==> src/hdl/clkin_pkg.sv <==
// Register map, field layout and encodings for the input clock configuration block
package clkin_pkg;
	// Printed offsets are not multiples of four: they are register indices
	localparam logic [11:0] IDX_XTAL_INPUT_CONFIG    = 12'h300;
	localparam logic [11:0] IDX_XTAL_AMP_CONTROL     = 12'h301;
	localparam logic [11:0] IDX_XTAL_LOAD_CAPS       = 12'h302;
	localparam logic [11:0] IDX_CLOCK_INPUT_ONE      = 12'h303;
	localparam logic [11:0] IDX_CLOCK_INPUT_TWO      = 12'h304;
	localparam logic [11:0] IDX_CLOCK_INPUT_THREE    = 12'h305;
	localparam logic [11:0] IDX_MASTER_CONFIG_TWO    = 12'h306;
	localparam logic [11:0] IDX_MONITOR_STATUS       = 12'h307;
	localparam int          ADDR_W                   = 14;
	// Field positions inside each input configuration byte, and last the doubler bit of master config two
	localparam int          LOCK_EDGE_BIT            = 6;
	localparam int          MON_DIS_BIT              = 5;
	localparam int          VALWIN_LSB               = 2;
	localparam int          PREDIV_LSB               = 0;
	localparam int          DOUBLER_BIT              = 0;
	// Reset values
	localparam logic [7:0]  RST_CONFIG               = 8'h00;
	// Validation window lengths in input cycles
	localparam int          WIN_MAX                  = 1024;
	localparam int          WIN_W                    = 11;
	// Missing-edge timeout measured in aclk cycles
	localparam int          EDGE_TIMEOUT             = 64;
	localparam int          TMO_W                    = 7;
	// AXI responses, then the number of monitored inputs
	localparam logic [1:0]  RESP_OKAY                = 2'b00;
	localparam logic [1:0]  RESP_SLVERR              = 2'b10;
	localparam int          NUM_INPUTS               = 4;
endpackage

==> src/hdl/clkin_monitor.sv <==
// Activity monitor, pre-divider and lock edge selection for one clock input
`timescale 1ns/1ps
module clkin_monitor
	import clkin_pkg::*;
#(
	parameter int TIMEOUT = EDGE_TIMEOUT
) (
	input  wire logic       aclk,
	input  wire logic       aresetn,
	input  wire logic       clk_in,
	input  wire logic       mon_disable,
	input  wire logic [2:0] valwin,
	input  wire logic [1:0] prediv,
	input  wire logic       lock_edge,
	output logic            valid,
	output logic            pll_ref
);
	logic              sync1_q;
	logic              sync2_q;
	logic              last_q;
	logic              edge_w;
	logic [TMO_W-1:0]  idle_q;
	logic [WIN_W-1:0]  good_q;
	logic [WIN_W-1:0]  need_w;
	logic [2:0]        div_q;
	logic              ref_w;

	// Window length from the validation code; reserved codes fall back to the longest window
	function automatic logic [WIN_W-1:0] win_len(input logic [2:0] code);
		case (code)
			3'h0:    win_len = 11'h001;
			3'h1:    win_len = 11'h004;
			3'h2:    win_len = 11'h010;
			3'h3:    win_len = 11'h040;
			3'h4:    win_len = 11'h100;
			default: win_len = 11'h400;
		endcase
	endfunction

	// Two-stage synchroniser; the first stage feeds only the second
	always_ff @(posedge aclk) begin
		if (!aresetn) begin
			sync1_q <= 1'b0;
			sync2_q <= 1'b0;
			last_q  <= 1'b0;
		end else begin
			sync1_q <= clk_in;
			sync2_q <= sync1_q;
			last_q  <= sync2_q;
		end
	end

	// Monitor sees edges only while its feed is enabled
	assign edge_w = !mon_disable && (sync2_q != last_q) && sync2_q;
	assign need_w = win_len(valwin);

	// Missing-edge detection and run-length count of good cycles
	always_ff @(posedge aclk) begin
		if (!aresetn || mon_disable) begin
			idle_q <= '0;
			good_q <= '0;
		end else if (edge_w) begin
			idle_q <= '0;
			if (good_q < need_w) begin // Saturate: a shorter window must not let the count wrap
				good_q <= good_q + 11'h001;
			end
		end else if (idle_q == TMO_W'(TIMEOUT - 1)) begin
			idle_q <= '0; // Edge missing: restart the window
			good_q <= '0;
		end else begin
			idle_q <= idle_q + 7'h01;
		end
	end

	// Valid only after a whole window without a missing edge
	always_ff @(posedge aclk) begin
		if (!aresetn) begin
			valid <= 1'b0;
		end else begin
			valid <= (good_q >= need_w) && !mon_disable;
		end
	end

	// Pre-divider counts selected edges of the synchronised input
	always_ff @(posedge aclk) begin
		if (!aresetn) begin
			div_q <= '0;
		end else if ((sync2_q != last_q) && (sync2_q != lock_edge)) begin
			div_q <= div_q + 3'h1;
		end
	end

	// Falling edge lock inverts the undivided reference seen by the PLL; with a pre-divider it counts falling edges instead
	always_comb begin
		case (prediv)
			2'h0:    ref_w = sync2_q ^ lock_edge;
			2'h1:    ref_w = div_q[0];
			2'h2:    ref_w = div_q[1];
			default: ref_w = div_q[2];
		endcase
	end

	always_ff @(posedge aclk) begin
		if (!aresetn) begin
			pll_ref <= 1'b0;
		end else begin
			pll_ref <= ref_w;
		end
	end
endmodule

==> src/hdl/clkin_config.sv <==
// Input clock front end: AXI4-Lite register file and four input monitors
//
// Overview of operation
// - A zero feed-disable bit on the crystal input routes that input to its monitor, a one blocks it.
// - The crystal monitor reports valid only after a full window with no missing edge.
// - Window codes 0..5 give 1, 4, 16, 64, 256 and 1024 cycles; codes 6 and 7 are unused.
// - Crystal pre-divider code 00 divides by one and 01 by two; 10 and 11 are unused.
// - On each clock input the lock-edge bit picks rising (0) or falling (1) edge for the PLL.
// - On each clock input a zero feed-disable bit feeds its monitor, a one withholds it.
// - Each clock-input monitor reports valid only after its own full window without a missing edge.
// - Clock input pre-divider codes 00..11 divide by 1, 2, 4 and 8.
//
// Our own choice: the AXI4-Lite slave port.
`timescale 1ns/1ps
module clkin_config
	import clkin_pkg::*;
#(
	parameter int TIMEOUT = EDGE_TIMEOUT
) (
	input  wire logic                  aclk,
	input  wire logic                  aresetn,
	input  wire logic [ADDR_W-1:0]     s_axi_awaddr,
	input  wire logic                  s_axi_awvalid,
	output logic                       s_axi_awready,
	input  wire logic [31:0]           s_axi_wdata,
	input  wire logic [3:0]            s_axi_wstrb,
	input  wire logic                  s_axi_wvalid,
	output logic                       s_axi_wready,
	output logic [1:0]                 s_axi_bresp,
	output logic                       s_axi_bvalid,
	input  wire logic                  s_axi_bready,
	input  wire logic [ADDR_W-1:0]     s_axi_araddr,
	input  wire logic                  s_axi_arvalid,
	output logic                       s_axi_arready,
	output logic [31:0]                s_axi_rdata,
	output logic [1:0]                 s_axi_rresp,
	output logic                       s_axi_rvalid,
	input  wire logic                  s_axi_rready,
	input  wire logic [NUM_INPUTS-1:0] clk_in,
	output logic [NUM_INPUTS-1:0]      input_valid,
	output logic [NUM_INPUTS-1:0]      pll_ref,
	output logic [7:0]                 xtal_amp_level,
	output logic [7:0]                 xtal_cap_sel
);
	import clkin_pkg::*;

	logic [7:0]            cfg_q [NUM_INPUTS];
	logic [7:0]            amp_q;
	logic [7:0]            caps_q;
	logic                  doubler_q;
	logic [ADDR_W-1:0]     awaddr_q;
	logic                  aw_held_q;
	logic [31:0]           wdata_q;
	logic                  w_held_q;
	logic                  wstrb0_q;
	logic                  do_write;
	logic                  wr_hit;
	logic [31:0]           rdata_d;
	logic                  rd_hit;
	logic [NUM_INPUTS-1:0] valid_w;
	logic [1:0]            xtal_div_w;

	// Register index from a byte address; unaligned bits are ignored
	function automatic logic [11:0] reg_index(input logic [ADDR_W-1:0] addr);
		reg_index = addr[ADDR_W-1:2];
	endfunction

	// Index to input slot: 0 is the crystal, 1..3 the clock inputs
	function automatic logic [2:0] cfg_slot(input logic [11:0] idx);
		case (idx)
			IDX_XTAL_INPUT_CONFIG: cfg_slot = 3'h0;
			IDX_CLOCK_INPUT_ONE:   cfg_slot = 3'h1;
			IDX_CLOCK_INPUT_TWO:   cfg_slot = 3'h2;
			IDX_CLOCK_INPUT_THREE: cfg_slot = 3'h3;
			default:               cfg_slot = 3'h4;
		endcase
	endfunction

	// Address and data are taken in either order and held until both are present
	assign s_axi_awready = !aw_held_q && !s_axi_bvalid;
	assign s_axi_wready  = !w_held_q && !s_axi_bvalid;
	assign do_write      = aw_held_q && w_held_q && !s_axi_bvalid;

	always_ff @(posedge aclk) begin
		if (!aresetn) begin
			aw_held_q <= 1'b0;
			awaddr_q  <= '0;
		end else if (s_axi_awvalid && s_axi_awready) begin
			aw_held_q <= 1'b1;
			awaddr_q  <= s_axi_awaddr;
		end else if (do_write) begin
			aw_held_q <= 1'b0;
		end
	end

	always_ff @(posedge aclk) begin
		if (!aresetn) begin
			w_held_q <= 1'b0;
			wdata_q  <= '0;
			wstrb0_q <= 1'b0;
		end else if (s_axi_wvalid && s_axi_wready) begin
			w_held_q <= 1'b1;
			wdata_q  <= s_axi_wdata;
			wstrb0_q <= s_axi_wstrb[0];
		end else if (do_write) begin
			w_held_q <= 1'b0;
		end
	end

	// Decode of the held write address
	always_comb begin
		case (reg_index(awaddr_q))
			IDX_XTAL_INPUT_CONFIG, IDX_XTAL_AMP_CONTROL, IDX_XTAL_LOAD_CAPS,
			IDX_CLOCK_INPUT_ONE, IDX_CLOCK_INPUT_TWO, IDX_CLOCK_INPUT_THREE,
			IDX_MASTER_CONFIG_TWO: wr_hit = 1'b1;
			default:               wr_hit = 1'b0;
		endcase
	end

	// Input configuration bytes; bit 7 is reserved and reads zero
	generate
		for (genvar i = 0; i < NUM_INPUTS; i++) begin : g_cfg
			always_ff @(posedge aclk) begin
				if (!aresetn) begin
					cfg_q[i] <= RST_CONFIG;
				end else if (do_write && wstrb0_q && cfg_slot(reg_index(awaddr_q)) == 3'(i)) begin
					cfg_q[i] <= {1'b0, wdata_q[6:0]};
				end
			end
		end
	endgenerate

	// Amplitude and load cap settings are stored and passed to the crystal driver; the doubler bit is only stored for readback
	always_ff @(posedge aclk) begin
		if (!aresetn) begin
			amp_q     <= RST_CONFIG;
			caps_q    <= RST_CONFIG;
			doubler_q <= 1'b0;
		end else if (do_write && wstrb0_q) begin
			if (reg_index(awaddr_q) == IDX_XTAL_AMP_CONTROL) begin
				amp_q <= wdata_q[7:0];
			end
			if (reg_index(awaddr_q) == IDX_XTAL_LOAD_CAPS) begin
				caps_q <= wdata_q[7:0];
			end
			if (reg_index(awaddr_q) == IDX_MASTER_CONFIG_TWO) begin
				doubler_q <= wdata_q[DOUBLER_BIT];
			end
		end
	end

	// Write response one cycle after both halves are in; unmapped gets SLVERR
	always_ff @(posedge aclk) begin
		if (!aresetn) begin
			s_axi_bvalid <= 1'b0;
			s_axi_bresp  <= RESP_OKAY;
		end else if (do_write) begin
			s_axi_bvalid <= 1'b1;
			s_axi_bresp  <= wr_hit ? RESP_OKAY : RESP_SLVERR;
		end else if (s_axi_bready) begin
			s_axi_bvalid <= 1'b0;
		end
	end

	// Read mux; status word shows each monitor's valid flag
	always_comb begin
		rdata_d = '0;
		rd_hit  = 1'b1;
		case (reg_index(s_axi_araddr))
			IDX_XTAL_INPUT_CONFIG: rdata_d[7:0] = cfg_q[0];
			IDX_XTAL_AMP_CONTROL:  rdata_d[7:0] = amp_q;
			IDX_XTAL_LOAD_CAPS:    rdata_d[7:0] = caps_q;
			IDX_CLOCK_INPUT_ONE:   rdata_d[7:0] = cfg_q[1];
			IDX_CLOCK_INPUT_TWO:   rdata_d[7:0] = cfg_q[2];
			IDX_CLOCK_INPUT_THREE: rdata_d[7:0] = cfg_q[3];
			IDX_MASTER_CONFIG_TWO: rdata_d[DOUBLER_BIT] = doubler_q;
			IDX_MONITOR_STATUS:    rdata_d[NUM_INPUTS-1:0] = valid_w;
			default:               rd_hit = 1'b0;
		endcase
	end

	assign s_axi_arready = !s_axi_rvalid;

	// Read data registered; held until the master takes it
	always_ff @(posedge aclk) begin
		if (!aresetn) begin
			s_axi_rvalid <= 1'b0;
			s_axi_rdata  <= '0;
			s_axi_rresp  <= RESP_OKAY;
		end else if (s_axi_arvalid && s_axi_arready) begin
			s_axi_rvalid <= 1'b1;
			s_axi_rdata  <= rdata_d;
			s_axi_rresp  <= rd_hit ? RESP_OKAY : RESP_SLVERR;
		end else if (s_axi_rready) begin
			s_axi_rvalid <= 1'b0;
		end
	end

	// Crystal only divides by 1 or 2; reserved codes act as divide by 2
	// Doubler with divide-by-two is left to software, no interlock
	assign xtal_div_w = {1'b0, cfg_q[0][PREDIV_LSB+1] | cfg_q[0][PREDIV_LSB]};

	// One monitor per input; slot 0 is the crystal input pin
	generate
		for (genvar i = 0; i < NUM_INPUTS; i++) begin : g_mon
			clkin_monitor #(
				.TIMEOUT     (TIMEOUT)
			) u_mon (
				.aclk        (aclk),
				.aresetn     (aresetn),
				.clk_in      (clk_in[i]),
				.mon_disable (cfg_q[i][MON_DIS_BIT]),
				.valwin      (cfg_q[i][VALWIN_LSB+2:VALWIN_LSB]),
				.prediv      ((i == 0) ? xtal_div_w : cfg_q[i][PREDIV_LSB+1:PREDIV_LSB]),
				.lock_edge   (cfg_q[i][LOCK_EDGE_BIT]),
				.valid       (valid_w[i]),
				.pll_ref     (pll_ref[i])
			);
		end
	endgenerate

	assign input_valid    = valid_w;
	assign xtal_amp_level = amp_q;
	assign xtal_cap_sel   = caps_q;
endmodule

==> config.mk <==
export PLATFORM = sky130hd
export DESIGN_NAME = clkin_config
export DESIGN_NICKNAME = d
export VERILOG_FILES = /design/src/hdl/clkin_pkg.sv /design/src/hdl/clkin_monitor.sv /design/src/hdl/clkin_config.sv
export SDC_FILE = /design/constraint.sdc
export NUM_CORES = 1
export LEC_CHECK = 0
export ABC_AREA = 1
export BUFFER_PORTS_ARGS = -buffer_cell sky130_fd_sc_hd__buf_2
export CORE_ASPECT_RATIO = 0.5
export CORE_UTILIZATION = 38
export CTS_BUF_LIST = sky130_fd_sc_hd__clkbuf_4
export CTS_CLUSTER_SIZE = 14
export DETAILED_ROUTE_END_ITERATION = 12
export PLACE_DENSITY_LB_ADDON = 0.3
export SYNTH_ARGS = -nofsm -noshare
export SYNTH_HDL_FRONTEND = slang
export SYNTH_SLANG_ARGS = --single-unit
==> constraint.sdc <==
create_clock -name aclk -period 5.53 [get_ports aclk]
set_input_delay 0 -clock aclk [delete_from_list [all_inputs] [get_ports aclk]]
set_output_delay 0 -clock aclk [all_outputs]
set_load 0.02 [all_outputs]
# After elaboration in Yosys (flattened, before gate mapping)
# Memories as Yosys holds them, arrays and structs flattened.
# Index checks and enable logic that the tools add are counted.
dict set report op_classes {
  addsub 12
  eq_ne 56
  n_lt_le_gt_ge 8
  n_mux 53
  bitwise_logic 9
  reduce_logical 71
}
# op count
set ops {}
lappend ops {{11-bit case mux with 5 select lines} 4}
lappend ops {{12-bit by 10-bit == test with 1-bit output, second input constant} 15}
lappend ops {{11-bit 2-to-1 mux} 12}
lappend ops {{11-bit by 1-bit adder with 11-bit output, second input constant} 4}
lappend ops {{11-bit >= comparator} 4}
lappend ops {{11-bit less-than comparator} 4}
lappend ops {{3-bit by 2-bit == test with 1-bit output, second input constant} 10}
lappend ops {{7-bit by 1-bit adder with 7-bit output, second input constant} 4}
lappend ops {{7-bit by 6-bit == test with 1-bit output, second input constant} 4}
lappend ops {{1-bit logical AND} 28}
lappend ops {{7-bit 2-to-1 mux} 4}
lappend ops {{4-bit case mux with 6 select lines} 1}
lappend ops {{1-bit 2-to-1 mux} 22}
lappend ops {{3-bit case mux with 7 select lines} 1}
lappend ops {{2-bit nonzero test} 8}
lappend ops {{3-bit by 1-bit == test with 1-bit output, second input constant} 5}
lappend ops {{3-bit logical NOT} 5}
lappend ops {{2-bit AND reduction} 7}
lappend ops {{3-bit by 1-bit adder with 3-bit output, second input constant} 4}
lappend ops {{3-bit == test, second input constant} 4}
lappend ops {{3-bit case mux with 4 select lines} 1}
lappend ops {{3-bit OR reduction} 4}
lappend ops {{1-bit logical NOT} 9}
lappend ops {{1-bit case mux with 3 select lines} 3}
lappend ops {{other kinds (14)} 42}
dict set report word_totals {
  ram_bits 28
  in_bits 75
  out_inout_bits 65
  register_bits 160
  n_memories 1
}
# name words width read_ports rd_ports_with_merged_regs wr line_no
set memory_table {}
lappend memory_table {cfg_q 4 7 4 0 4 clkin_config.sv:47} ;# logic [7:0] cfg_q [NUM_INPUTS];

# Depth between registers and ports, before layout
# Gate-level depths: netlist (run 1).
dict set report logic_depth {
  word_depth 9
  depth_mapped 15
  mapped_depth_nobuf 14
}

# Cells and area by module
# Synthesis (run 1) repeated with hierarchy kept, for this count alone.
dict set report hier_totals {
  cells_unflattened 1388
  area_unflattened_um2 10122.2
}
# mod seq_area_each_um2 cells_each area_each_um2 instances
set by_module_without_submodules {}
lappend by_module_without_submodules {clkin_config 1881.8 483 3878.7 1}
lappend by_module_without_submodules {{clkin_monitor (g_mon[1].u_mon ...)} 520.5 226 1567.8 2}
lappend by_module_without_submodules {{clkin_monitor (g_mon[3].u_mon)} 520.5 229 1560.2 1}
lappend by_module_without_submodules {{clkin_monitor (g_mon[0].u_mon)} 520.5 224 1547.7 1}

# Worst setup path before layout (run 1)
# Ideal clock, no wire load.
dict set report synth_timing {
  kind {reg-to-reg}
  start {register s_axi_bvalid}
  end {memory cfg_q[2][0] (netlist bit) (enable)}
  n_path_buf 0
  slack_ns 3.651
  stages_incl_launch_ff 6
  arrival_time_ns 1.499
  setup_time_ns 0.381
  t_required_ns 5.149
  path_cell_list {dfxtp_1 -> nor2_2 -> nand2_2 -> inv_2 -> nand3_1 -> o21ai_0}
}
# item line_no
set synth_lines {}
lappend synth_lines {{start, declared} clkin_config.sv:30} ;# output logic s_axi_bvalid,
lappend synth_lines {{start signal, assigned} clkin_config.sv:155} ;# s_axi_bvalid <= 1'b0;
lappend synth_lines {{start signal, assigned} clkin_config.sv:158} ;# s_axi_bvalid <= 1'b1;
lappend synth_lines {{start signal, assigned} clkin_config.sv:161} ;# s_axi_bvalid <= 1'b0;
lappend synth_lines {{end, declared} clkin_config.sv:47}

==> results of run 1 <==
[Yosys cell counts, types with 9 or more instances]
master / count / area [sq um]
a21oi_1: 95 / 475
buf_4: 39 / 293
clkbuf_1: 9 / 33.8
dfxtp_1: 154 / 3080
edfxtp_1: 28 / 841
ha_1: 35 / 438
inv_1: 141 / 529
inv_2: 9 / 33.8
nand2_1: 253 / 950
nand3_1: 128 / 641
nand4_1: 15 / 93.8
nor2_1: 215 / 807
nor3_1: 23 / 115
nor3b_1: 10 / 75.1
o21ai_0: 61 / 305
xor2_1: 15 / 131
[worst reg2reg max path, cell delays in order, from the launching register on]
cell and delay [ns]:
edfxtp_1 0.54, inv_1 0.12, nand3_1 0.08, ha_1 0.31, or2_2 0.27, nand3_1 0.10, nand4_1 0.45, nand2_1 0.47
nand2_1 0.10, a21oi_1 0.13
[cells by family (layout without fill, tap and decap cells)]
group	after synthesis	in the layout	share of synthesized area [%]
xor+xnor	23	23	2.08
compound gates	188	188	10.8
buf+inv	213	314	10.3
flops	182	182	40.5
other cells	1	27	0.0387
simple gates	688	688	31.8
fa+ha+maj	35	35	4.52
[routing by layer]
metal / vias up / GRT usage (%) / part of all wire (%)
li1: 4509 / - / -
met3: 28 / 3.60 / 4.4
met1: 4100 / 22.5 / 46
met5: - / 0 / 0
met2: 210 / 31.2 / 48
met4: 0 / 5.91 / 1.7
[power breakdown]
part           internal (uW)  switching [uW]
sequential              1390            32.6
clock                    363             493
combinational           90.2             173
[area by class of cell]
cell class / count / share of cell area (%)
multi-input combinational: 960 / 44.2
clock inverter: 15 / 1.85
tap: 336 / 3.82
sequential: 182 / 35.6
inverter: 152 / 5.18
clock buffer: 17 / 1.16
antenna: 1 / 0.0227
timing repair buffer: 130 / 8.07
[registers in the layout, summed over array words and instances (netlist names), 8 cells and up]
register            cells
g_mon.u_mon.div_q      10
g_mon.u_mon.good_q     44
awaddr_q               12
s_axi_rdata             8
xtal_amp_level          8
cfg_q                  28
g_mon.u_mon.idle_q     28
wdata_q                 8
xtal_cap_sel            8
[path summary, 6_finish.rpt]
check / start / end / slack (ns) / depth (start not counted)
min: s_axi_araddr[11] / s_axi_rdata[6]$_SDFFE_PN0P_ / 0.04 / 7
min reg2reg: g_mon[0].u_mon.sync1_q$_SDFF_PN0_ / g_mon[0].u_mon.sync2_q$_SDFF_PN0_ / 0.43 / 2
max: cfg_q[1][4]$_SDFFCE_PN0P_ / g_mon[1].u_mon.good_q[7]$_SDFFE_PP0P_ / 2.90 / 9
max reg2reg: cfg_q[1][4]$_SDFFCE_PN0P_ / g_mon[1].u_mon.good_q[7]$_SDFFE_PP0P_ / 2.90 / 9
[metrics by stage]
step           instance area, sq um  hold WS, ns  utilization, %  power [uW]
5_1_grt                       11000       0.0447            44.9        2640
6_report                      11000       0.0418            44.9        2540
3_5_place_dp                  10200        0.186            41.6        1690
2_1_floorplan                  9790       0.0976               -        1630
3_3_place_gp                  10200        0.180            41.6        1680
4_1_cts                       11000      0.00327            44.9        2550
==> impl_metrics.csv, run 1 <==
group,metric,value,unit
route,wirelength,23.4,mm
placement,place.gp.congestion,0.874,
clocking,clk_latency,0.59,ns
run_status,outcome,"finished clean",
final_layout,final_common_cell,"nand2_1",
placement,portBuffers,82,
timing,fin_crit_sh,47.5,%
timing,final_max_slew_viol_count,0,
pwr,power_density,230,nW/um^2
clocking,cts_root_buffer,"clkbuf_4",
timing,tns,0,ns
worst_setup_path,critPathBufInv,1,
die,start_util,39.5,%
clocking,clockBufferDepth,2,
clocking,hold_buffers,47,
final_layout,syn_to_final_growth,13.5,%
timing,setup_ws,2.90,ns
placement,hpwl,17.2,mm
route,antenna_left,0,
timing,fmax,381,MHz
pwr,peakVddDrop,135,uV
logic_synthesis,synth_seq_area_share,40.5,%
route,initialDrtViolationCount,509,
die,die_x,228,um
placement,dp_cells,1713,
logic_synthesis,synth_edf_count,28,
timing,hold_viol,0,
route,avgRoutedWirePerCell,13.0,um
route,firstDrtPassIters,5,
die,die_h,115,um
flow_run,drv_cap,0,
logic_synthesis,post_synth.cell_area_avg,7.29,sq um
global_route,grt_max_degree,71,
logic_synthesis,syn-cell-area,9700,sq um
worst_setup_path,cp-end-kind,"flip-flop",
final_layout,regArea,3920,sq um
worst_setup_path,path_cells,"inv_1, nand3_1, ha_1, or2_2, nand3_1, nand4_1, nand2_1, nand2_1, a21oi_1",
final_layout,drive_gt1_share,11.9,%
clocking,cts_made_buffers,17,
worst_setup_path,critPathKind,"flip-flop to flip-flop",
timing,worst_slew_pin_slew,1.05,ns
route,drc_errors,0,
die,std_cell_rows,40,
route,via_per_inst,4.93,
global_route,grt_usage,17.9,%
worst_setup_path,cp.required,6.06,ns
timing,setup_viol,0,
final_layout,multi_input_area,4870,sq um
global_route,grt-ovfl-total,0,
worst_setup_path,path_delay_family,"simple AND/OR/NAND/NOR gates",
route,num_vias,8847,
clocking,cts_sinks,182,
timing,maxSlewHeadroom,29.5,%
clocking,clk_pin_slew_worst_paths,0.16,ns
worst_hold_path,hold_path_class,"input pin to flip-flop",
logic_synthesis,synth_warnings,0,
clocking,cts-resized-gates,0,
placement,place_ws,2.98,ns
worst_setup_path,critPathMaxFanout,12,
worst_setup_path,start_kind,"flip-flop",
logic_synthesis,ys_ff_latch,182,
logic_synthesis,synthFlopType,"dfxtp_1",
die,core_area,24500,sq um
logic_synthesis,netlist_instances,1330,
global_route,grt_pass1_wl,38.5,mm
clocking,htreeDepth,4,
global_route,grt_pass1_vias,8188,
logic_synthesis,synth_cell_types,48,
clocking,postCtsSetupRepairBufs,0,
final_layout,final_cell_mix,"253 x nand2_1, 215 x nor2_1, 154 x dfxtp_1, 141 x inv_1, 128 x nand3_1",
final_layout,nets,1553,
die,pin_count,140,
pwr,leakage,0.00467,uW
timing,layout_min_cycle_time,2.63,ns
final_layout,fillers,2451,
worst_setup_path,cp.arrival,3.16,ns
timing,finClkSkew,0.0296,ns
clocking,cts_tree,"built",
die,die_area,26200,sq um
worst_setup_path,critPathSlowestCell,"edfxtp_1",
final_layout,final_cells,1793,
worst_setup_path,critPathMaxStageDelay,0.54,ns
timing,rsz0062_at_grt,"no",
global_route,antenna_found_initial,1,
logic_synthesis,async_flop_share,0,%
Note: power is estimated with default switching activity, not from simulation.
==> inputs of run 2 (changes only) <==
==> constraint.sdc (replaced) <==
create_clock -name aclk -period 2.4 [get_ports aclk]
set_input_delay 0 -clock aclk [delete_from_list [all_inputs] [get_ports aclk]]
set_output_delay 0 -clock aclk [all_outputs]
set_load 0.02 [all_outputs]
==> impl_metrics.csv, run 2 (synthesis gave the netlist of run 1 again) <==
group,metric,value,unit
run_status,outcome,"finished clean",
placement,place.gp.congestion,0.928,
route,via_per_inst,4.86,
global_route,grt-ovfl-total,0,
worst_hold_path,worst_hold_startpoint,"clk_in[3]",
final_layout,syn_to_final_growth,16.1,%
timing,fin_crit_sh,92.6,%
flow_run,drv_cap,0,
clocking,clk_pin_slew_worst_paths,0.18,ns
die,core_area,24500,sq um
worst_setup_path,r2r.worst_path.cells,7,
global_route,busiest_layer,"met2",
worst_setup_path,start_kind,"flip-flop",
final_layout,final_cell_mix,"253 x nand2_1, 213 x nor2_1, 153 x dfxtp_1, 141 x inv_1, 128 x nand3_1",
worst_setup_path,cp.required,2.89,ns
worst_setup_path,path_common_cell,"dlygate4sd3_1",
worst_hold_path,hold_path_class,"input pin to flip-flop",
timing,worst_slew_pin_slew,0.697,ns
worst_setup_path,startpoint,"s_axi_bvalid$_SDFFE_PN0P_",
worst_setup_path,critPathMaxFanout,18,
route,firstDrtPassIters,6,
route,drc_errors,0,
global_route,antenna_found_initial,1,
pwr,peakVddDrop,282,uV
route,avgRoutedWirePerCell,13.0,um
die,die_area,26200,sq um
route,num_vias,8865,
clocking,cts_root_buffer,"clkbuf_4",
timing,setup_viol,0,
clocking,cts_made_buffers,17,
clocking,htreeDepth,4,
clocking,clockBufferDepth,2,
worst_setup_path,critPathKind,"flip-flop to flip-flop",
timing,setup_ws,0.177,ns
final_layout,reg.largest.list,"g_mon.u_mon.good_q x44, cfg_q x28, g_mon.u_mon.idle_q x28",
die,die_x,228,um
final_layout,drive_gt1_share,12.7,%
placement,portBuffers,82,
timing,hold_viol,0,
route,initialDrtViolationCount,636,
placement,hpwl,17.2,mm
final_layout,nets,1583,
worst_setup_path,cp.depth,7,
route,wirelength,23.7,mm
worst_hold_path,hold_depth,4,
global_route,use_met1,23.1,%
global_route,grt_pass1_vias,8279,
die,die_h,115,um
timing,final_max_slew_viol_count,0,
global_route,grt_use_met3,3.25,%
worst_setup_path,path_cells,"nor2_4, nand2_1, buf_4, o21ai_0, dlygate4sd3_1, a21oi_1, dlygate4sd3_1",
final_layout,largest_reg_flops,44,
global_route,met2_usage,31.9,%
timing,fmax,450,MHz
worst_setup_path,critPathBufInv,3,
timing,rsz0062_at_grt,"no",
worst_setup_path,critPathSlowestCell,"dlygate4sd3_1",
die,pin_count,140,
clocking,clk_latency,0.61,ns
timing,tns,0,ns
worst_setup_path,r2r-start,"s_axi_bvalid$_SDFFE_PN0P_",
worst_setup_path,critPathMaxStageDelay,0.57,ns
clocking,cts_sinks,182,
final_layout,final_core_util,45.9,%
final_layout,final_common_cell,"nand2_1",
pwr,leakage,0.00482,uW
die,start_util,39.5,%
worst_setup_path,path_delay_family,"buffers and inverters",
die,std_cell_rows,40,
timing,layout_min_cycle_time,2.22,ns
timing,maxSlewHeadroom,53.4,%
pwr,power_density,510,nW/um^2
final_layout,fillers,2522,
placement,place_ws,0.238,ns
route,antenna_left,0,
worst_setup_path,ff2ff_setup_slack,0.18,ns
final_layout,regMostFlops,"g_mon.u_mon.good_q",
worst_setup_path,cp-end-kind,"flip-flop",
timing,finClkSkew,0.0314,ns
global_route,grt_max_degree,71,
worst_setup_path,cp.arrival,2.71,ns
global_route,grt_usage,18.2,%
global_route,grt_pass1_wl,39.2,mm
clocking,cts_tree,"built",
run 2: cell count changes in the layout (fill, tap and decap cells not counted), sizes merged:
| cell | before | now |
|---|---|---|
| dlymetal6s4s | 0 | 1 |
| buf | 83 | 95 |
| dlygate4sd3 | 47 | 64 |
| inv | 152 | 159 |
| clkinv | 9 | 7 |
| bufinv | 4 | 1 |
| clkinvlp | 2 | 0 |
run 2: path summary, 6_finish.rpt:
kind,to
setup / recovery,wdata_q[0]$_SDFFE_PN0P_
hold / removal,g_mon[3].u_mon.sync1_q$_SDFF_PN0_
setup reg to reg,wdata_q[0]$_SDFFE_PN0P_
hold reg to reg,g_mon[0].u_mon.sync2_q$_SDFF_PN0_
run 2: what timing repair did:
action	4_1_cts	5_1_grt
endpoints found under the setup margin	0	11
endpoints found under the hold margin	49	0
hold buffers	65	0
setup buffers	0	1
gates resized for setup	0	5
run 2: worst register-to-register path: stages (launching register included):
cell and delay, ns:
dfxtp_2 0.38, nor2_4 0.14, nand2_1 0.06, buf_4 0.19, o21ai_0 0.19, dlygate4sd3_1 0.57
a21oi_1 0.04, dlygate4sd3_1 0.56
run 2: power by group:
group          total (uW)  internal, uW  switching [uW]
logic                 655           248             407
registers            3270          3190            77.3
clock network        1820           577            1240
total                5750          4020            1730
run 2: metrics by stage:
step	hold WS (ns)	power [uW]	instances	instance area (sq um)
floorplan	0.0976	3750	1355	9790
finish	0.132	5750	1823	11300
global placement	0.184	3880	1724	10300
detailed placement	0.188	3890	1724	10300
global route	0.0968	6010	1823	11300
CTS	0.0531	5790	1821	11200
run 2: layout make-up:
class / instances / area (sq um) / area share, %
diodes: 1 / 2.50 / 0.0222
clock buffers: 17 / 128 / 1.13
clock inverters: 15 / 176 / 1.57
inverters: 152 / 571 / 5.07
multi-input cells: 960 / 4880 / 43.3
flip-flops and latches: 182 / 3930 / 34.8
well taps: 336 / 420 / 3.73
repair buffers: 160 / 1160 / 10.3
run 2: metal layers:
| metal | wire [um] | vias to the layer above |
|---|---|---|
| li1 | - | 4571 |
| met1 | 10900 | 4081 |
| met2 | 11400 | 187 |
| met3 | 967 | 26 |
| met4 | 318 | 0 |
| met5 | 0 | - |
